`src/shared/codec_power_regs.svh`:
```
`ifndef CODEC_POWER_REGS_SVH
`define CODEC_POWER_REGS_SVH

// Register indices on the control serial port (16-bit index, 16-bit data)
`define REG_SHORT_CLR 16'h0076
`define REG_GAIN_R 16'h007e
`define REG_POWER 16'h007f
`define REG_CP_CTRL 16'h0080
`define REG_CP_MON 16'h0081
`define REG_STATUS 16'h0082

// Reset values
`define RST_GAIN_R 6'h00
`define RST_POWER 8'h00
`define RST_CP_CTRL 16'h0b00
`define RST_CP_MON 7'h13
`define RST_STATUS 16'h0020

// Field positions and masks
`define GAIN_R_MSB 5
`define GAIN_R_MAX 6'h25
`define POWER_MSB 7
`define CP_CTRL_WMASK 16'h7bff
`define SHORT_CLR_BIT 15
`define MON_FLAG_BIT 6
`define MON_LIVE_MSB 5

// Serial frame layout
`define BITS_PER_BYTE 4'h8
`define LAST_TX_BIT 4'h7
`define PH_DEV 3'h0
`define PH_IDX_HI 3'h1
`define PH_IDX_LO 3'h2
`define PH_DATA_HI 3'h3
`define PH_DATA_LO 3'h4

`endif

```
`src/shared/codec_power_pkg.sv`:
```
package codec_power_pkg;

	typedef struct packed {
		logic left_preamp_power_en;
		logic right_preamp_power_en;
		logic [1:0] integrator_power_en;
		logic [1:0] driver_input_stage_en;
		logic [1:0] main_driver_en;
	} power_ctrl_t;

	typedef struct packed {
		logic reserved_hi;
		logic bitclk_pad_strength;
		logic framesync_pad_strength;
		logic adc_data_pad_strength;
		logic ctrl_data_pad_strength;
		logic reserved_mid;
		logic [1:0] dac_power_down_bar;
		logic cp_fast_clock_force_b;
		logic cp_fast_clock_force_a;
		logic cp_enable;
		logic pos_rail_en_a;
		logic neg_pad_discharge_en;
		logic pos_pad_discharge_en;
		logic charge_limit_sel_b;
		logic charge_limit_sel_a;
	} cp_ctrl_t;

	typedef struct packed {
		logic short_event;
		logic cp_mode1_status;
		logic cp_dc_draw_status;
		logic cp_enable_status;
		logic positive_rail_high;
		logic cp_low_current_status;
		logic cp_frequency_status;
	} cp_monitor_t;

	typedef enum logic [2:0] {
		st_idle,
		st_rx,
		st_ack,
		st_tx,
		st_rack
	} serial_state_t;

endpackage : codec_power_pkg

```
`src/hw/codec_power_cp_status_regs.sv`:
```
// What this block does
// RULE1: Right preamp gain field, 1dB steps, 0x00=-1dB to 0x25=36dB, resets 0x00.
// RULE2: Left and right preamp power enables, reset off, set powers preamp.
// RULE3: Two-bit integrator power enable, bit0 left, bit1 right, reset off.
// RULE4: Host should enable driver input stages before main drivers to limit pop.
// RULE5: Two-bit main driver power enable, bit0 left, bit1 right, reset off.
// RULE6: Bit clock, frame sync, ADC data pad strength selects, reset normal.
// RULE7: Control data pad strength select resets to stronger, zero gives normal.
// RULE8: Two-bit DAC power-down-bar, 00 off, 11 on, resets to 11.
// RULE9: Charge pump enable bit, reset off, one turns the pump on.
// RULE10: Positive rail pos_rail_en_a enable, reset off, speeds pump startup.
// RULE11: Independent negative and positive pad discharge enables, reset off.
// RULE12: Two charge-up current limit selects, reset low, one selects high.
// RULE13: Two force bits push pump clock to fast rate, reset off.
// RULE14: Monitor register shows short-circuit emergency shutdown flag.
// RULE15: Read-only live charge pump enable state, 0 off, 1 on.
// RULE16: Read-only DC draw bit, 0 drawing, 1 not drawing.
// RULE17: Read-only positive rail status, 0 possible short, 1 normal maximum.
// RULE18: Read-only pump frequency status, 0 normal, 1 maximum.
// RULE19: Read-only low-voltage low-current status, 0 no current, 1 current.
// RULE20: Host writes one to momentary clear bit; it self-clears and reads zero.
// RULE21: Writes to monitor and general status registers are ignored.
`timescale 1ns/1ps
`include "codec_power_regs.svh"
module codec_power_cp_status_regs #(
	parameter logic [6:0] DEV_ADDR = 7'h2a // Arbitrary bus address
) (
	input wire logic clk,
	input wire logic nrst,
	input wire logic scl,
	input wire logic sda_in,
	output logic sda_out,
	output logic sda_oe,
	input wire codec_power_pkg::cp_monitor_t cp_monitor_raw,
	input wire logic [15:0] status_raw,
	output logic [5:0] right_preamp_gain,
	output codec_power_pkg::power_ctrl_t power_ctrl,
	output codec_power_pkg::cp_ctrl_t cp_ctrl,
	output logic short_shutdown_clear,
	output logic short_shutdown_flag
);
	logic scl_s;
	logic sda_s;
	logic scl_d;
	logic sda_d;
	logic scl_rise;
	logic scl_fall;
	logic start_det;
	logic stop_det;
	codec_power_pkg::serial_state_t state;
	logic [3:0] bit_cnt;
	logic [7:0] shift;
	logic [2:0] phase;
	logic rw;
	logic acked;
	logic tx_lo;
	logic [15:0] reg_addr;
	logic [7:0] data_hi;
	logic [15:0] tx_word;
	logic [15:0] rd_word;
	logic wr_stb;
	logic [15:0] wr_addr;
	logic [15:0] wr_data;
	codec_power_pkg::cp_monitor_t mon_s;
	logic [15:0] status_s;
	logic [5:0] next_gain;

	// Pins and analog monitors come from other domains
	sync_bits #(
		.WIDTH(2),
		.RESET_VALUE(2'b11)
	) u_pin_sync (
		.clk(clk),
		.nrst(nrst),
		.d({scl, sda_in}),
		.q({scl_s, sda_s})
	);

	sync_bits #(
		.WIDTH(7),
		.RESET_VALUE(`RST_CP_MON)
	) u_mon_sync (
		.clk(clk),
		.nrst(nrst),
		.d(cp_monitor_raw),
		.q(mon_s)
	);

	sync_bits #(
		.WIDTH(16),
		.RESET_VALUE(`RST_STATUS)
	) u_status_sync (
		.clk(clk),
		.nrst(nrst),
		.d(status_raw),
		.q(status_s)
	);

	sticky_flag u_short_flag (
		.clk(clk),
		.nrst(nrst),
		.set(mon_s.short_event),
		.clear(short_shutdown_clear),
		.flag(short_shutdown_flag)
	);

	always_ff @(posedge clk) begin
		if (!nrst) begin
			scl_d <= 1'b1;
			sda_d <= 1'b1;
		end else begin
			scl_d <= scl_s;
			sda_d <= sda_s;
		end
	end

	assign scl_rise = scl_s & ~scl_d;
	assign scl_fall = ~scl_s & scl_d;
	assign start_det = scl_s & scl_d & sda_d & ~sda_s;
	assign stop_det = scl_s & scl_d & ~sda_d & sda_s;

	// Read side: live monitor bits 5:0, with the stored short flag in bit 6
	always_comb begin
		rd_word = 16'h0000;
		case (reg_addr)
			`REG_GAIN_R: rd_word = {10'h000, right_preamp_gain};
			`REG_POWER: rd_word = {8'h00, power_ctrl};
			`REG_CP_CTRL: rd_word = cp_ctrl & `CP_CTRL_WMASK;
			`REG_CP_MON: rd_word = {9'h000, short_shutdown_flag, mon_s[`MON_LIVE_MSB:0]}; // RULE14
			`REG_STATUS: rd_word = status_s;
			default: rd_word = 16'h0000;
		endcase
	end

	// Open-drain: only ever pulls low
	always_ff @(posedge clk) begin
		if (!nrst) begin
			sda_out <= 1'b0;
		end else begin
			sda_out <= 1'b0;
		end
	end

	// Serial frame engine: sample on SCL rise, change SDA on SCL fall
	always_ff @(posedge clk) begin
		if (!nrst) begin
			state <= codec_power_pkg::st_idle;
			bit_cnt <= 4'h0;
			shift <= 8'h00;
			phase <= `PH_DEV;
			rw <= 1'b0;
			acked <= 1'b0;
			tx_lo <= 1'b0;
			reg_addr <= 16'h0000;
			data_hi <= 8'h00;
			tx_word <= 16'h0000;
			sda_oe <= 1'b0;
			wr_stb <= 1'b0;
			wr_addr <= 16'h0000;
			wr_data <= 16'h0000;
		end else begin
			wr_stb <= 1'b0;
			if (start_det) begin
				state <= codec_power_pkg::st_rx;
				bit_cnt <= 4'h0;
				phase <= `PH_DEV;
				sda_oe <= 1'b0;
			end else if (stop_det) begin
				state <= codec_power_pkg::st_idle;
				sda_oe <= 1'b0;
			end else begin
				case (state)
					codec_power_pkg::st_idle: begin
						sda_oe <= 1'b0;
					end
					codec_power_pkg::st_rx: begin
						if (scl_rise && bit_cnt < `BITS_PER_BYTE) begin
							shift <= {shift[6:0], sda_s};
							bit_cnt <= bit_cnt + 4'h1;
						end else if (scl_fall && bit_cnt == `BITS_PER_BYTE) begin
							sda_oe <= 1'b1;
							state <= codec_power_pkg::st_ack;
							phase <= (phase == `PH_DATA_LO) ? `PH_DATA_HI : phase + 3'h1;
							case (phase)
								`PH_DEV: begin
									if (shift[7:1] == DEV_ADDR) begin
										rw <= shift[0];
										tx_word <= rd_word;
									end else begin
										sda_oe <= 1'b0;
										state <= codec_power_pkg::st_idle;
									end
								end
								`PH_IDX_HI: reg_addr[15:8] <= shift;
								`PH_IDX_LO: reg_addr[7:0] <= shift;
								`PH_DATA_HI: data_hi <= shift;
								`PH_DATA_LO: begin
									wr_stb <= 1'b1;
									wr_addr <= reg_addr;
									wr_data <= {data_hi, shift};
									reg_addr <= reg_addr + 16'h0001;
								end
								default: begin
									sda_oe <= 1'b0;
									state <= codec_power_pkg::st_idle;
								end
							endcase
						end
					end
					codec_power_pkg::st_ack: begin
						if (scl_fall) begin
							bit_cnt <= 4'h0;
							if (rw && phase == `PH_IDX_HI) begin
								state <= codec_power_pkg::st_tx;
								tx_lo <= 1'b0;
								sda_oe <= ~tx_word[15];
							end else begin
								state <= codec_power_pkg::st_rx;
								sda_oe <= 1'b0;
							end
						end
					end
					codec_power_pkg::st_tx: begin
						if (scl_fall) begin
							tx_word <= {tx_word[14:0], 1'b0};
							if (bit_cnt == `LAST_TX_BIT) begin
								sda_oe <= 1'b0;
								state <= codec_power_pkg::st_rack;
							end else begin
								sda_oe <= ~tx_word[14];
								bit_cnt <= bit_cnt + 4'h1;
							end
						end
					end
					codec_power_pkg::st_rack: begin
						if (scl_rise) begin
							acked <= ~sda_s;
							if (tx_lo) begin
								reg_addr <= reg_addr + 16'h0001;
							end
						end else if (scl_fall) begin
							bit_cnt <= 4'h0;
							if (acked) begin
								state <= codec_power_pkg::st_tx;
								tx_lo <= ~tx_lo;
								if (tx_lo) begin
									tx_word <= rd_word;
									sda_oe <= ~rd_word[15];
								end else begin
									sda_oe <= ~tx_word[15];
								end
							end else begin
								state <= codec_power_pkg::st_idle;
							end
						end
					end
					default: begin
						sda_oe <= 1'b0;
						state <= codec_power_pkg::st_idle;
					end
				endcase
			end
		end
	end

	// Codes above 36dB saturate rather than wrap
	always_comb begin
		next_gain = wr_data[`GAIN_R_MSB:0];
		if (wr_data[`GAIN_R_MSB:0] > `GAIN_R_MAX) begin
			next_gain = `GAIN_R_MAX;
		end
	end

	always_ff @(posedge clk) begin
		if (!nrst) begin
			right_preamp_gain <= `RST_GAIN_R; // RULE1
		end else if (wr_stb && wr_addr == `REG_GAIN_R) begin
			right_preamp_gain <= next_gain; // RULE1
		end
	end

	// Pop ordering is left to the host; no interlock here
	always_ff @(posedge clk) begin
		if (!nrst) begin
			power_ctrl <= `RST_POWER; // RULE2 RULE3 RULE5
		end else if (wr_stb && wr_addr == `REG_POWER) begin
			power_ctrl <= wr_data[`POWER_MSB:0]; // RULE2 RULE3 RULE5
		end
	end

	// Reserved bits are never stored, so they read back zero
	always_ff @(posedge clk) begin
		if (!nrst) begin
			cp_ctrl <= `RST_CP_CTRL; // RULE6 RULE7 RULE8
		end else if (wr_stb && wr_addr == `REG_CP_CTRL) begin
			cp_ctrl <= wr_data & `CP_CTRL_WMASK; // RULE9 RULE10 RULE11 RULE12 RULE13
		end
	end

	// Momentary clear: one-cycle pulse, reads back zero
	always_ff @(posedge clk) begin
		if (!nrst) begin
			short_shutdown_clear <= 1'b0;
		end else begin
			short_shutdown_clear <= wr_stb && wr_addr == `REG_SHORT_CLR
				&& wr_data[`SHORT_CLR_BIT]; // RULE20
		end
	end
endmodule : codec_power_cp_status_regs

```
`src/hw/sticky_flag.sv`:
```
`timescale 1ns/1ps
module sticky_flag (
	input wire logic clk,
	input wire logic nrst,
	input wire logic set,
	input wire logic clear,
	output logic flag
);
	// Set beats clear so an event in the clear cycle survives
	always_ff @(posedge clk) begin
		if (!nrst) begin
			flag <= 1'b0;
		end else if (set) begin
			flag <= 1'b1; // RULE14
		end else if (clear) begin
			flag <= 1'b0; // RULE20
		end
	end
endmodule : sticky_flag

```
`src/hw/sync_bits.sv`:
```
`timescale 1ns/1ps
module sync_bits #(
	parameter int WIDTH = 1,
	parameter logic [WIDTH-1:0] RESET_VALUE = '0
) (
	input wire logic clk,
	input wire logic nrst,
	input wire logic [WIDTH-1:0] d,
	output logic [WIDTH-1:0] q
);
	logic [WIDTH-1:0] stage1;

	// First stage feeds only the second stage
	always_ff @(posedge clk) begin
		if (!nrst) begin
			stage1 <= RESET_VALUE;
			q <= RESET_VALUE;
		end else begin
			stage1 <= d;
			q <= stage1;
		end
	end
endmodule : sync_bits

```
`config.mk`:
```
export PLATFORM = sky130hd
export DESIGN_NAME = codec_power_cp_status_regs
export DESIGN_NICKNAME = d
export VERILOG_FILES = /design/src/shared/codec_power_pkg.sv /design/src/hw/codec_power_cp_status_regs.sv /design/src/hw/sticky_flag.sv /design/src/hw/sync_bits.sv
export VERILOG_INCLUDE_DIRS = /design/src /design/src/shared
export SDC_FILE = /design/constraint.sdc
export NUM_CORES = 1
export LEC_CHECK = 0
export ABC_AREA = 0
export BUFFER_PORTS_ARGS = -buffer_cell sky130_fd_sc_hd__buf_2
export CAP_MARGIN = 0
export CORE_MARGIN = 5
export CORE_UTILIZATION = 54
export DETAILED_ROUTE_END_ITERATION = 10
export HOLD_SLACK_MARGIN = 0.12
export PLACE_DENSITY = 0.77
export SLEW_MARGIN = 15
export SYNTH_ARGS = -nofsm -noshare
export SYNTH_HDL_FRONTEND = slang
export SYNTH_HIERARCHICAL = 1
export SYNTH_SLANG_ARGS = --single-unit
```
`constraint.sdc`:
```
create_clock -name clk -period 2.1 [get_ports clk]
set_input_delay 0.315 -clock clk [delete_from_list [all_inputs] [get_ports clk]]
set_output_delay 0.315 -clock clk [all_outputs]
set_load 0.02 [all_outputs]
```
# Word-level counts from Yosys, hierarchy flattened
# Cells that the tools add are included.
dict set report classes {
  add_sub_neg 3
  order_cmp 2
  n_eq_ne 45
  mux 62
  bitwise_logic 22
  n_reduce_logical 33
}
# operator count
set ops {}
lappend ops {{$mux 16} 13}
lappend ops {{$eq 16x7->1 const B} 5}
lappend ops {{$pmux 16 s5} 1}
lappend ops {{$eq 16x8->1 const B} 4}
lappend ops {{$pmux 16 s3} 1}
lappend ops {{$reduce_and 8->1} 5}
lappend ops {{$pmux 16 s2} 1}
lappend ops {{$pmux 8 s2} 2}
lappend ops {{$ne 2x2->1 const B} 14}
lappend ops {{$ne 4x4->1 const B} 7}
lappend ops {{$mux 3} 8}
lappend ops {{$mux 1} 21}
lappend ops {{$mux 4} 5}
lappend ops {{$reduce_and 6->1} 3}
lappend ops {{$add 16x1->16 const B} 1}
lappend ops {{$pmux 4 s4} 1}
lappend ops {{$not 1->1} 15}
lappend ops {{$pmux 3 s5} 1}
lappend ops {{$reduce_and 7->1} 2}
lappend ops {{$eq 3x2->1 const B} 4}
lappend ops {{$reduce_and 12->1} 1}
lappend ops {{$reduce_and 4->1} 3}
lappend ops {{$logic_and 1x1->1} 8}
lappend ops {{$and 1x1->1} 7}
lappend ops {{other kinds (25)} 34}
dict set report totals {
  register_bits 177
  input_bits 27
  elab_cells 212
}

# Depth between registers and ports, before layout
# Gate-level depths: netlist (run 1).
dict set report depth {
  depth_word 8
  depth_mapped 9
  depth_no_buf 7
}

# By module
# Netlist (run 1), hierarchy kept.
# mod n_inst cells_per_inst area_each_um2 seq_area_each_um2
set by_module_without_submodules {}
lappend by_module_without_submodules {codec_power_cp_status_regs 1 745 6112.1 2482.4}
lappend by_module_without_submodules {{sync_bits at u_status_sync} 1 67 865.8 640.6}
lappend by_module_without_submodules {{sync_bits at u_mon_sync} 1 29 376.6 280.3}
lappend by_module_without_submodules {{sync_bits at u_pin_sync} 1 8 105.1 80.1}
lappend by_module_without_submodules {sticky_flag 1 3 41.3 20.0}

# Least setup slack after synthesis (run 1)
# OpenSTA, ideal clock, no wires.
dict set report synth_path {
  path_kind {register -> register}
  start {register phase[0]}
  end {register reg_addr[1]}
  arrival_time_ps 1913
  t_required_ps 2009
  slack_ps 96
  path_stages_with_launch 9
  n_path_buf 2
  synth_period_minus_slack_ps 2004
  path_cell_list {dfxtp_1 > inv_1 > ha_1 > and2_1 > clkbuf_1 > nor2_1 > clkbuf_1 > nand2_1 > a311oi_1}
}
dict set report synth_between {
  elab_chain_cells 5
  elab_cells_between_ends 8
  cone_classes {eq/ne (3); mux (4); reduce/logical (1)}
}
# item line
set synth_lines {}
lappend synth_lines {{start, declared} codec_power_cp_status_regs.sv:53} ;# logic [2:0] phase;
lappend synth_lines {{start signal, assigned} codec_power_cp_status_regs.sv:150} ;# phase <= `PH_DEV;
lappend synth_lines {{start signal, assigned} codec_power_cp_status_regs.sv:166} ;# phase <= `PH_DEV;
lappend synth_lines {{start signal, assigned} codec_power_cp_status_regs.sv:183} ;# phase <= (phase == `PH_DATA_LO) ? `PH_DATA_HI : phase + 3'h1;
lappend synth_lines {{$eq 3x3->1 / $eq 3x2->1 (equally long branches)} codec_power_cp_status_regs.sv:184} ;# case (phase)
lappend synth_lines {{$pmux 8 s2} codec_power_cp_status_regs.sv:184}
lappend synth_lines {{$mux 16} codec_power_cp_status_regs.sv:180} ;# end else if (scl_fall && bit_cnt == `BITS_PER_BYTE) begin
lappend synth_lines {{$mux 16} codec_power_cp_status_regs.sv:177} ;# if (scl_rise && bit_cnt < `BITS_PER_BYTE) begin
lappend synth_lines {{$pmux 16 s2} codec_power_cp_status_regs.sv:172} ;# case (state)
lappend synth_lines {{end signal, assigned} codec_power_cp_status_regs.sv:195} ;# `PH_IDX_LO: reg_addr[7:0] <= shift;
lappend synth_lines {{end signal, assigned} codec_power_cp_status_regs.sv:201} ;# reg_addr <= reg_addr + 16'h0001;
lappend synth_lines {{end signal, assigned} codec_power_cp_status_regs.sv:239} ;# reg_addr <= reg_addr + 16'h0001;
lappend synth_lines {{end, declared} codec_power_cp_status_regs.sv:57} ;# logic [15:0] reg_addr;
# Parallel ways exist; a longest one is shown, timed or not. The select of a mux whose other input is x is not followed.
# A chain may end at the register's enable or synchronous reset.

# Final worst setup path (run 1)
dict set report layout_path {
  start {register reg_addr[9]}
  end {register tx_word[1]}
}
dict set report layout_between {
  elab_chain_cells 7
  elab_cells_between_ends 15
  cone_classes {eq/ne (5); mux (10)}
}
# item line
set layout_lines {}
lappend layout_lines {{start signal, assigned} codec_power_cp_status_regs.sv:194} ;# `PH_IDX_HI: reg_addr[15:8] <= shift;
lappend layout_lines {{start signal, assigned} codec_power_cp_status_regs.sv:201}
lappend layout_lines {{start signal, assigned} codec_power_cp_status_regs.sv:239}
lappend layout_lines {{$eq 16x8->1 / $eq 16x7->1 (equally long branches)} codec_power_cp_status_regs.sv:125} ;# case (reg_addr)
lappend layout_lines {{$pmux 16 s5 *} codec_power_cp_status_regs.sv:125}
lappend layout_lines {{$mux 16, on equally long branches} {codec_power_cp_status_regs.sv:246, codec_power_cp_status_regs.sv:186}}
lappend layout_lines {{$mux 16, on equally long branches} {codec_power_cp_status_regs.sv:243, codec_power_cp_status_regs.sv:184}}
lappend layout_lines {{$mux 16, on equally long branches} {codec_power_cp_status_regs.sv:241, codec_power_cp_status_regs.sv:180}}
lappend layout_lines {{$mux 16, on equally long branches} {codec_power_cp_status_regs.sv:236, codec_power_cp_status_regs.sv:177}}
lappend layout_lines {{$pmux 16 s3 *} codec_power_cp_status_regs.sv:172}
lappend layout_lines {{end signal, assigned} codec_power_cp_status_regs.sv:188} ;# tx_word <= rd_word;
lappend layout_lines {{end signal, assigned} codec_power_cp_status_regs.sv:225} ;# tx_word <= {tx_word[14:0], 1'b0};
lappend layout_lines {{end signal, assigned} codec_power_cp_status_regs.sv:247} ;# tx_word <= rd_word;
lappend layout_lines {{end, declared} codec_power_cp_status_regs.sv:59} ;# logic [15:0] tx_word;
# Mark *: on every way between the ends. The rest lies on a longest branch, timed or not. The select of a mux whose other input is x is not followed.

==> key figures, run 1 <==
Status
  – Outcome: complete, no violations

Timing
  – Setup TNS: 0 ns
  – Setup Viol. Count Final: 0
  – Clock Skews: 0.0107 ns
  – Unrepaired setup endpoints after global routing: no
  – Minimum clock period: 2.02 ns
  – Final Max Slew Viols: 0
  – FMAX: 495 MHz
  – Final hold viol count: 0
  – Worst hold slack: 0.263 ns
  – Final period utilization: 0.961

Die
  – Rows: 43
  – Height of the die: 128 µm
  – Core ar.: 13800 µm²
  – Chip width: 128 µm
  – IO Count: 61
  – Initial core utilization: 0.545
  – Die area: 16300 µm²

Place
  – DP Wirelength: 13800 µm
  – PortBufs: 57
  – Placement Cell Area: 8320 µm²
  – Routability cong.: 0.893

CTS
  – Clock latency on the worst-skew pair: 0.44 ns
  – Clock Sinks: 175
  – Total CTS buffers: 17
  – CTS tree: yes
  – H-tree levels: 4
  – CTS root buffer: clkbuf_16
  – Clk pin slew, worst setup/hold paths: 0.08 ns
  – Longest Clk Path Bufs: 2

Logic synthesis
  – Synth Warn #: 6
  – Yosys top cell area share: 0.467
  – Post-synth EDFFs: 0
  – Most instantiated library cell after synthesis: dfxtp_1
  – Cell variety after synth: 70
  – Post-synth top cells: dfxtp_1 (175), nand2_1 (123), a21oi_1 (101)
  – Post-synth top area cell: dfxtp_1
  – Synthesized cell area: 7500 µm²
  – Seq/Total Area, Yosys: 0.467
  – Syn_area_per_cell: 8.80 µm²
  – Async SR Flop Fraction: 0
  – Largest cells by area after synthesis: dfxtp_1 (47%), a21oi_1 (6.7%), nand2_1 (6.2%), mux2i_1 (3.9%), and2_1 (3.0%)
  – Synth Register Bits: 175
  – Post-synth top flop: dfxtp_1
  – Syn Inst Count: 852

Critical path
  – Worst endpoint data arrival time: 2.37 ns
  – Startpoint type of the worst setup path: flip-flop
  – Crit Path Class: flip-flop to flip-flop
  – Crit-path max FO: 6
  – Critical path required time: 2.45 ns
  – Worst setup EP type: flip-flop

Finish
  – Layout Nets: 1000
  – Antenna Diode Count: 0
  – Area grow syn2layout: 23.4%
  – Fin area: 9250 µm²
  – Layout cell share with drive strength beyond 1: 0.199

Routing
  – Via count: 6888
  – Total length of routed wires: 21400 µm
  – Detailed-route vias per instance: 5.96
  – Post-route ant nets: 0
  – Detailed Routing Iterations Pass 1: 7
  – DRT iter0 DRCs: 659
  – Routed length per placed instance: 18.5 µm
  – Post-route DRC: 0

GRT
  – GRT Overall Usage: 0.263
  – Congestion Overflow GR: 0
  – First-pass GRT wire length: 34400 µm
  – Initial antenna violation count: 0
  – Largest net degree at the start of global routing: 51
  – Vias in the first global route: 6745

Run
  – Max Cap Viol: 0

Min path
  – Hold Path Class: input pin to flip-flop

Power
  – P_leak: 3.51 nW
  – Peak supply drop: 640 µV
  – Pwr Density: 742 nW/µm²
cell type report:
class | instances | area (µm²)
multi-input cells | 610 | 3760
clock inverters | 15 | 196
fillers | 1072 | 4520
inverters | 8 | 30.0
flip-flops and latches | 175 | 3510
repair buffers | 150 | 1110
well taps | 180 | 225
clock buffers | 17 | 425
kinds of logic (layout without fill, tap and decap cells):
group	after synthesis	after routing	synth area share
multiplexers	29	29	0.0387
AO/OA/AOI/OAI	216	216	0.193
AND/OR/NAND/NOR	350	350	0.241
XOR/XNOR	1	1	0.00117
buffers and inverters	69	190	0.0399
adder cells (fa/ha/maj)	11	11	0.0183
other	1	3	0.000500
flip-flops	175	175	0.467
cell usage in the layout, fill, tap and decap left out, drive strengths merged, types with 14 or more instances in the layout:
cell / count
mux2i: 29
nand3: 39
a21oi: 102
clkbuf: 17
nor3: 16
buf: 125
dlygate4sd3: 25
dfxtp: 175
and2: 42
nand2: 123
a211oi: 18
inv: 14
nand2b: 19
nor2: 48
power breakdown:
part,switching (mW),leakage [nW],internal (mW)
Clock,1.53,0.302,1.72
Sequential,0.0228,1.42,3.37
Combinational,0.119,1.79,0.105
registers in the layout, indices dropped and copies added, names as in the netlist, 3 cells and up:
register / cells
bit_cnt: 4
cp_ctrl: 14
data_hi: 7
phase: 3
power_ctrl: 8
reg_addr: 16
right_preamp_gain: 6
shift: 8
state: 3
tx_word: 16
u_mon_sync/q: 7
u_mon_sync/stage1: 7
u_status_sync/q: 16
u_status_sync/stage1: 16
wr_addr: 16
wr_data: 15
stage by stage:
| step | std cells | worst slack (ns) | utilization | power, mW |
|---|---|---|---|---|
| final | 1155 | 0.0810 | 0.672 | 6.87 |
| after global routing | 1155 | 0.00560 | 0.672 | 7.04 |
| after CTS | 1153 | 0.0113 | 0.668 | 6.87 |
| after detailed placement | 1096 | -0.00513 | 0.604 | 3.64 |
| after global placement | 1096 | 0.0985 | 0.604 | 3.64 |
| after floorplan | 854 | 0.0962 | - | 3.57 |
critical path: stages (launching register included):
cell and delay (ns):
dfxtp_1 0.39, nor4_2 0.46, nand3b_1 0.27, nor2_1 0.36
a221oi_1 0.15, a211oi_1 0.30
layer usage:
metal,GRT usage,vias to the layer above,share of wire
met4,0.137,0,0.044
met2,0.437,307,0.48
met1,0.327,3243,0.41
li1,-,3267,-
met5,0,-,0
met3,0.0479,71,0.068
repair_timing:
| item | 4_1_cts | 5_1_grt |
|---|---|---|
| setup buffers | 0 | 2 |
| pin swaps | 0 | 1 |
| hold buffers | 25 | 0 |
| endpoints found under the setup margin | 8 | 25 |
| endpoints found under the hold margin | 25 | 0 |
| resized for setup | 2 | 15 |
final timing paths:
path | depth (start not counted) | startpoint | slack [ns] | to
min | 3 | nrst | 0.26 | state[2]
max reg2reg | 5 | reg_addr[9] | 0.08 | tx_word[1]
min reg2reg | 1 | u_pin_sync/stage1[0] | 0.41 | u_pin_sync/q[0]
max | 5 | reg_addr[9] | 0.08 | tx_word[1]
Power figures use the tool's default switching activity.
==> run 2, diff against run 1 <==
==> constraint.sdc (replaced) <==
create_clock -name clk -period 2.1 [get_ports clk]
set_input_delay 0.21 -clock clk [delete_from_list [all_inputs] [get_ports clk]]
set_output_delay 0.21 -clock clk [all_outputs]
set_load 0.02 [all_outputs]
==> run 2 against run 1 <==
Effect of this change: cell area is 0.57% lower; non-clock buffer count is 1 lower; fmax is 0.34% higher; first-iteration DRC count is 4.4% lower; critical path type unchanged.
==> key figures, run 2 (synthesis results as in run 1) <==
CTS
  – Setup bufs post-CTS: 0
  – CTS root buffer: clkbuf_16
  – CTS tree: yes
  – H-tree levels: 4
  – Clk pin slew, worst setup/hold paths: 0.07 ns
  – Longest Clk Path Bufs: 2
  – Clock latency on the worst-skew pair: 0.44 ns
  – Clock Sinks: 175
  – Total CTS buffers: 17

Power
  – P_leak: 3.49 nW
  – Peak supply drop: 804 µV
  – Switching Power: 1.61 mW
  – Cell Int Power: 5.21 mW
  – Pwr Density: 741 nW/µm²
  – Share of total power in the clock network: 0.470
  – Combinational power share: 0.033
  – Switching Fraction: 0.236
  – Design Power: 6.82 mW
  – Sequential Power Share: 0.498

Die
  – Die area: 16300 µm²
  – IO Count: 61
  – Initial core utilization: 0.545
  – Rows: 43
  – Core ar.: 13800 µm²
  – Chip width: 128 µm
  – Height of the die: 128 µm

Routing
  – DRT iter0 DRCs: 630
  – Post-route ant nets: 0
  – Post-route DRC: 0
  – Routed length per placed instance: 18.0 µm
  – Detailed Routing Iterations Pass 1: 5
  – Total length of routed wires: 20800 µm
  – Via count: 6770
  – Detailed-route vias per instance: 5.87

Place
  – Routability cong.: 0.890
  – PortBufs: 57
  – DP Cell Count: 1097
  – Placement Cell Area: 8310 µm²
  – DP Wirelength: 13700 µm

Timing
  – Unrepaired setup endpoints after global routing: yes
  – Setup Viol. Count Final: 0
  – Clock Skews: 0.0126 ns
  – Final Max Slew Viols: 0
  – Minimum clock period: 2.01 ns
  – FMAX: 497 MHz
  – Final period utilization: 0.958
  – Final hold viol count: 0

GRT
  – Initial antenna violation count: 0
  – First-pass GRT wire length: 33300 µm
  – GRT Overall Usage: 0.258
  – Vias in the first global route: 6479
  – Largest net degree at the start of global routing: 51
  – Congestion Overflow GR: 0

Finish
  – Layout cell share with drive strength beyond 1: 0.196
  – Most frequent cells in the layout: dfxtp_1 (173), nand2_1 (123), a21oi_1 (101)
  – Area grow syn2layout: 22.7%
  – Post-Layout Cell Count: 1154
  – Fin area: 9200 µm²
  – Layout Nets: 999
  – Finished Core Util: 0.668
  – FILL cells: 1109
  – Most common cell after layout, fill and taps aside: dfxtp_1
  – Antenna Diode Count: 0

Status
  – Outcome: complete, no violations

Critical path
  – Critical-path cell list: nor4_2 > nand3b_1 > buf_4 > nor3_1 > a221oi_1 > a211oi_2
  – Startpoint type of the worst setup path: flip-flop
  – R2R Path Start: reg_addr[9]
  – CP max-delay cell: nor4_2
  – RR Endpoint: tx_word[3]
  – Worst setup EP type: flip-flop
  – Max incr delay on CP: 0.44 ns
  – Critical path required time: 2.45 ns
  – Worst endpoint data arrival time: 2.36 ns
  – Worst setup path startpoint: reg_addr[9]
  – Crit-path max FO: 6
  – R2R cell count: 6
  – R2R Setup Slk: 0.09 ns
  – Crit Path Class: flip-flop to flip-flop
  – Crit path capture: tx_word[3]

Run
  – Max Cap Viol: 0

Min path
  – Hold Path Class: input pin to flip-flop
  – Hold wc startpoint: nrst
[run 2: cell types whose count changed in the layout (fill, tap and decap cells not counted), sizes merged]
cell / change
buf: -1
clkbuf: +1
inv: +3
clkinv: -4
[run 2: power by group through the flow]
stage | Sequential (mW) | Clock (mW) | Combinational [mW]
finish | 3.39 | 3.20 | 0.222
global route | 3.39 | 3.37 | 0.242
CTS | 3.39 | 3.22 | 0.214
detailed placement | 3.47 | 0 | 0.176
global placement | 3.46 | 0 | 0.173
floorplan | 3.46 | 0 | 0.115
[run 2: how the worst min path moves through the flow]
stage                           end  depth (start not counted)
2_1_floorplan  u_mon_sync/stage1[0]                          1
3_3_place_gp        u_mon_sync/q[4]                          1
3_5_place_dp   u_mon_sync/stage1[4]                          2
4_1_cts                    state[1]                          3
5_1_grt                    state[1]                          3
6_report                   state[1]                          3
[run 2: worst max-delay path, delay by kind of cell, from the launching register on]
family | cells | cell delay (ns)
AND/OR/NAND/NOR | 3 | 0.90
AO/OA/AOI/OAI | 2 | 0.42
flip-flops | 1 | 0.38
buffers and inverters | 1 | 0.23
[run 2: area by class of cell]
type,count,area (µm²),share of cell area
Multi-Input combinational cell,610,3750,0.407
Sequential cell,175,3510,0.381
Timing Repair Buffer,149,1090,0.118
Clock buffer,18,439,0.0477
Tap cell,180,225,0.0245
Clock inverter,14,165,0.0179
Inverter,8,30.0,0.00326
[run 2: routing by layer]
metal | vias to the layer above | GRT usage | wire [µm]
met1 | 3129 | 0.333 | 8770
met5 | - | 0 | 0
met3 | 63 | 0.0458 | 1520
li1 | 3273 | - | -
met4 | 0 | 0.119 | 673
met2 | 305 | 0.421 | 9800
[run 2: repair_timing]
action                     4_1_cts  5_1_grt
hold endpoints to repair        25        0
setup endpoints to repair        7       23
hold buffers                    25        0
resized for setup                1       11
[run 2: through the flow]
| step | worst slack (ns) | hold slack [ns] | setup TNS, ns |
|---|---|---|---|
| 5_1_grt | -0.00459 | 0.165 | -0.00459 |
| 2_1_floorplan | 0.0962 | 0.283 | 0 |
| 6_report | 0.0879 | 0.159 | 0 |
| 3_5_place_dp | 0.0203 | 0.393 | 0 |
| 3_3_place_gp | 0.0904 | 0.387 | 0 |
| 4_1_cts | 0.0106 | 0.149 | 0 |
==> run 3, diff against run 2 <==
Settings changed: CORE_ASPECT_RATIO set to 0.7.
==> run 3 against run 2 <==
Effect of this change: hold slack better by 0.080 ns; first-iteration DRC count is 18% higher; clock-buffer cell count is 1 lower; cell area is 1.6% higher; die area is 0.22% higher; routed wire length is 0.63% lower; sequential power hardly changed; sequential share of layout area is 0.59 points lower; combinational power hardly changed; fmax is 0.39% higher; critical path depth is 1 higher; global-route usage is 0.26 points lower.
==> key figures, run 3 (synthesis results as in run 1) <==
Power
  – Cell Int Power: 5.11 mW
  – Switching Power: 1.72 mW
  – P_leak: 3.54 nW
  – Pwr Density: 731 nW/µm²
  – Peak supply drop: 540 µV
  – Share of total power in the clock network: 0.472
  – Sequential Power Share: 0.495
  – Combinational power share: 0.033
  – Switching Fraction: 0.252

CTS
  – Clk pin slew, worst setup/hold paths: 0.08 ns
  – Total CTS buffers: 17
  – CTS root buffer: clkbuf_16
  – Clock Sinks: 175
  – Longest Clk Path Bufs: 2
  – Setup bufs post-CTS: 0
  – CTS tree: yes
  – H-tree levels: 4
  – Clock latency on the worst-skew pair: 0.44 ns

Critical path
  – Startpoint type of the worst setup path: flip-flop
  – Worst setup EP type: flip-flop
  – Worst setup path startpoint: reg_addr[8]
  – Critical path required time: 2.45 ns
  – Crit Path Class: flip-flop to flip-flop
  – Worst endpoint data arrival time: 2.35 ns
  – Crit-path max FO: 5
  – R2R Path Start: reg_addr[8]

GRT
  – Largest net degree at the start of global routing: 81
  – GRT Overall Usage: 0.255
  – First-pass GRT wire length: 33300 µm
  – Initial antenna violation count: 0
  – Vias in the first global route: 6460
  – Congestion Overflow GR: 0

Place
  – DP Cell Count: 1115
  – Routability cong.: 0.931
  – PortBufs: 57
  – Placement Cell Area: 8420 µm²
  – DP Wirelength: 13600 µm

Routing
  – Post-route DRC: 0
  – Detailed Routing Iterations Pass 1: 7
  – Total length of routed wires: 20600 µm
  – Routed length per placed instance: 17.6 µm
  – Via count: 6991
  – DRT iter0 DRCs: 746
  – Detailed-route vias per instance: 5.97
  – Post-route ant nets: 0

Finish
  – Layout Nets: 1007
  – Post-Layout Cell Count: 1172
  – Area grow syn2layout: 24.6%
  – FILL cells: 1046
  – Antenna Diode Count: 0
  – Fin area: 9350 µm²
  – Layout cell share with drive strength beyond 1: 0.205
  – Most common cell after layout, fill and taps aside: dfxtp_1
  – Most frequent cells in the layout: dfxtp_1 (173), nand2_1 (123), a21oi_1 (101)

Timing
  – Clock Skews: 0.0113 ns
  – FMAX: 499 MHz
  – Setup Viol. Count Final: 0
  – Minimum clock period: 2.00 ns
  – Setup TNS: 0 ns
  – Worst hold slack: 0.238 ns
  – Final Max Slew Viols: 0
  – Final hold viol count: 0
  – Final period utilization: 0.954

Die
  – Height of the die: 109 µm
  – Chip width: 151 µm
  – IO Count: 61
  – Initial core utilization: 0.544
  – Rows: 36
  – Die area: 16400 µm²
  – Core ar.: 13800 µm²

Min path
  – Hold Path Class: input pin to flip-flop
  – Hold wc startpoint: nrst

Run
  – Max Cap Viol: 0

Status
  – Outcome: complete, no violations
## run 3: cell type report
cell class / count / area, µm² / area share
clock buffers: 17 / 425 / 0.0455
multi-input cells: 610 / 3760 / 0.402
flip-flops and latches: 175 / 3510 / 0.375
well taps: 190 / 238 / 0.0254
inverters: 8 / 30.0 / 0.00321
repair buffers: 157 / 1190 / 0.128
clock inverters: 15 / 195 / 0.0209
## run 3: worst max-delay path, cell delays in order, from the launching register on
cell and delay [ns]:
dfxtp_1 0.33, nor4_2 0.41, buf_4 0.19, nand3b_1 0.22, buf_4 0.24, nor3_1 0.21, a221oi_1 0.08, a211oi_1 0.25
## run 3: final timing paths
kind,cells past startpoint,to,slack (ns)
setup / recovery,7,tx_word[1],0.1
hold / removal,3,right_preamp_gain[3],0.24
setup reg to reg,7,tx_word[1],0.1
hold reg to reg,1,u_pin_sync/q[0],0.41
## run 3: stage by stage
| step | worst slack [ns] | utilization | total power, mW |
|---|---|---|---|
| finish | 0.0957 | 0.678 | 6.83 |
| global route | -0.0452 | 0.678 | 7.02 |
| CTS | 0.0125 | 0.674 | 6.85 |
| detailed placement | -0.0218 | 0.611 | 3.64 |
| global placement | -0.0739 | 0.611 | 3.64 |
| floorplan | 0.0962 | - | 3.57 |
## run 3: power groups by stage
stage	registers (mW)	logic, mW	clock network [mW]
5_1_grt	3.39	0.243	3.39
3_3_place_gp	3.46	0.178	0
6_report	3.38	0.224	3.22
4_1_cts	3.38	0.217	3.25
2_1_floorplan	3.46	0.115	0
3_5_place_dp	3.46	0.181	0
## run 3: timing repair
action,in CTS,in global routing
hold buffers,25,0
resized for setup,0,16
pin swaps,1,0
endpoints found under the setup margin,1,59
endpoints found under the hold margin,25,0
## run 3: layer usage
metal,GRT usage,vias up,part of all wire
li1,-,3282,-
met1,0.369,3273,0.46
met2,0.365,371,0.42
met3,0.0725,65,0.096
met4,0.0854,0,0.025
met5,0,-,0
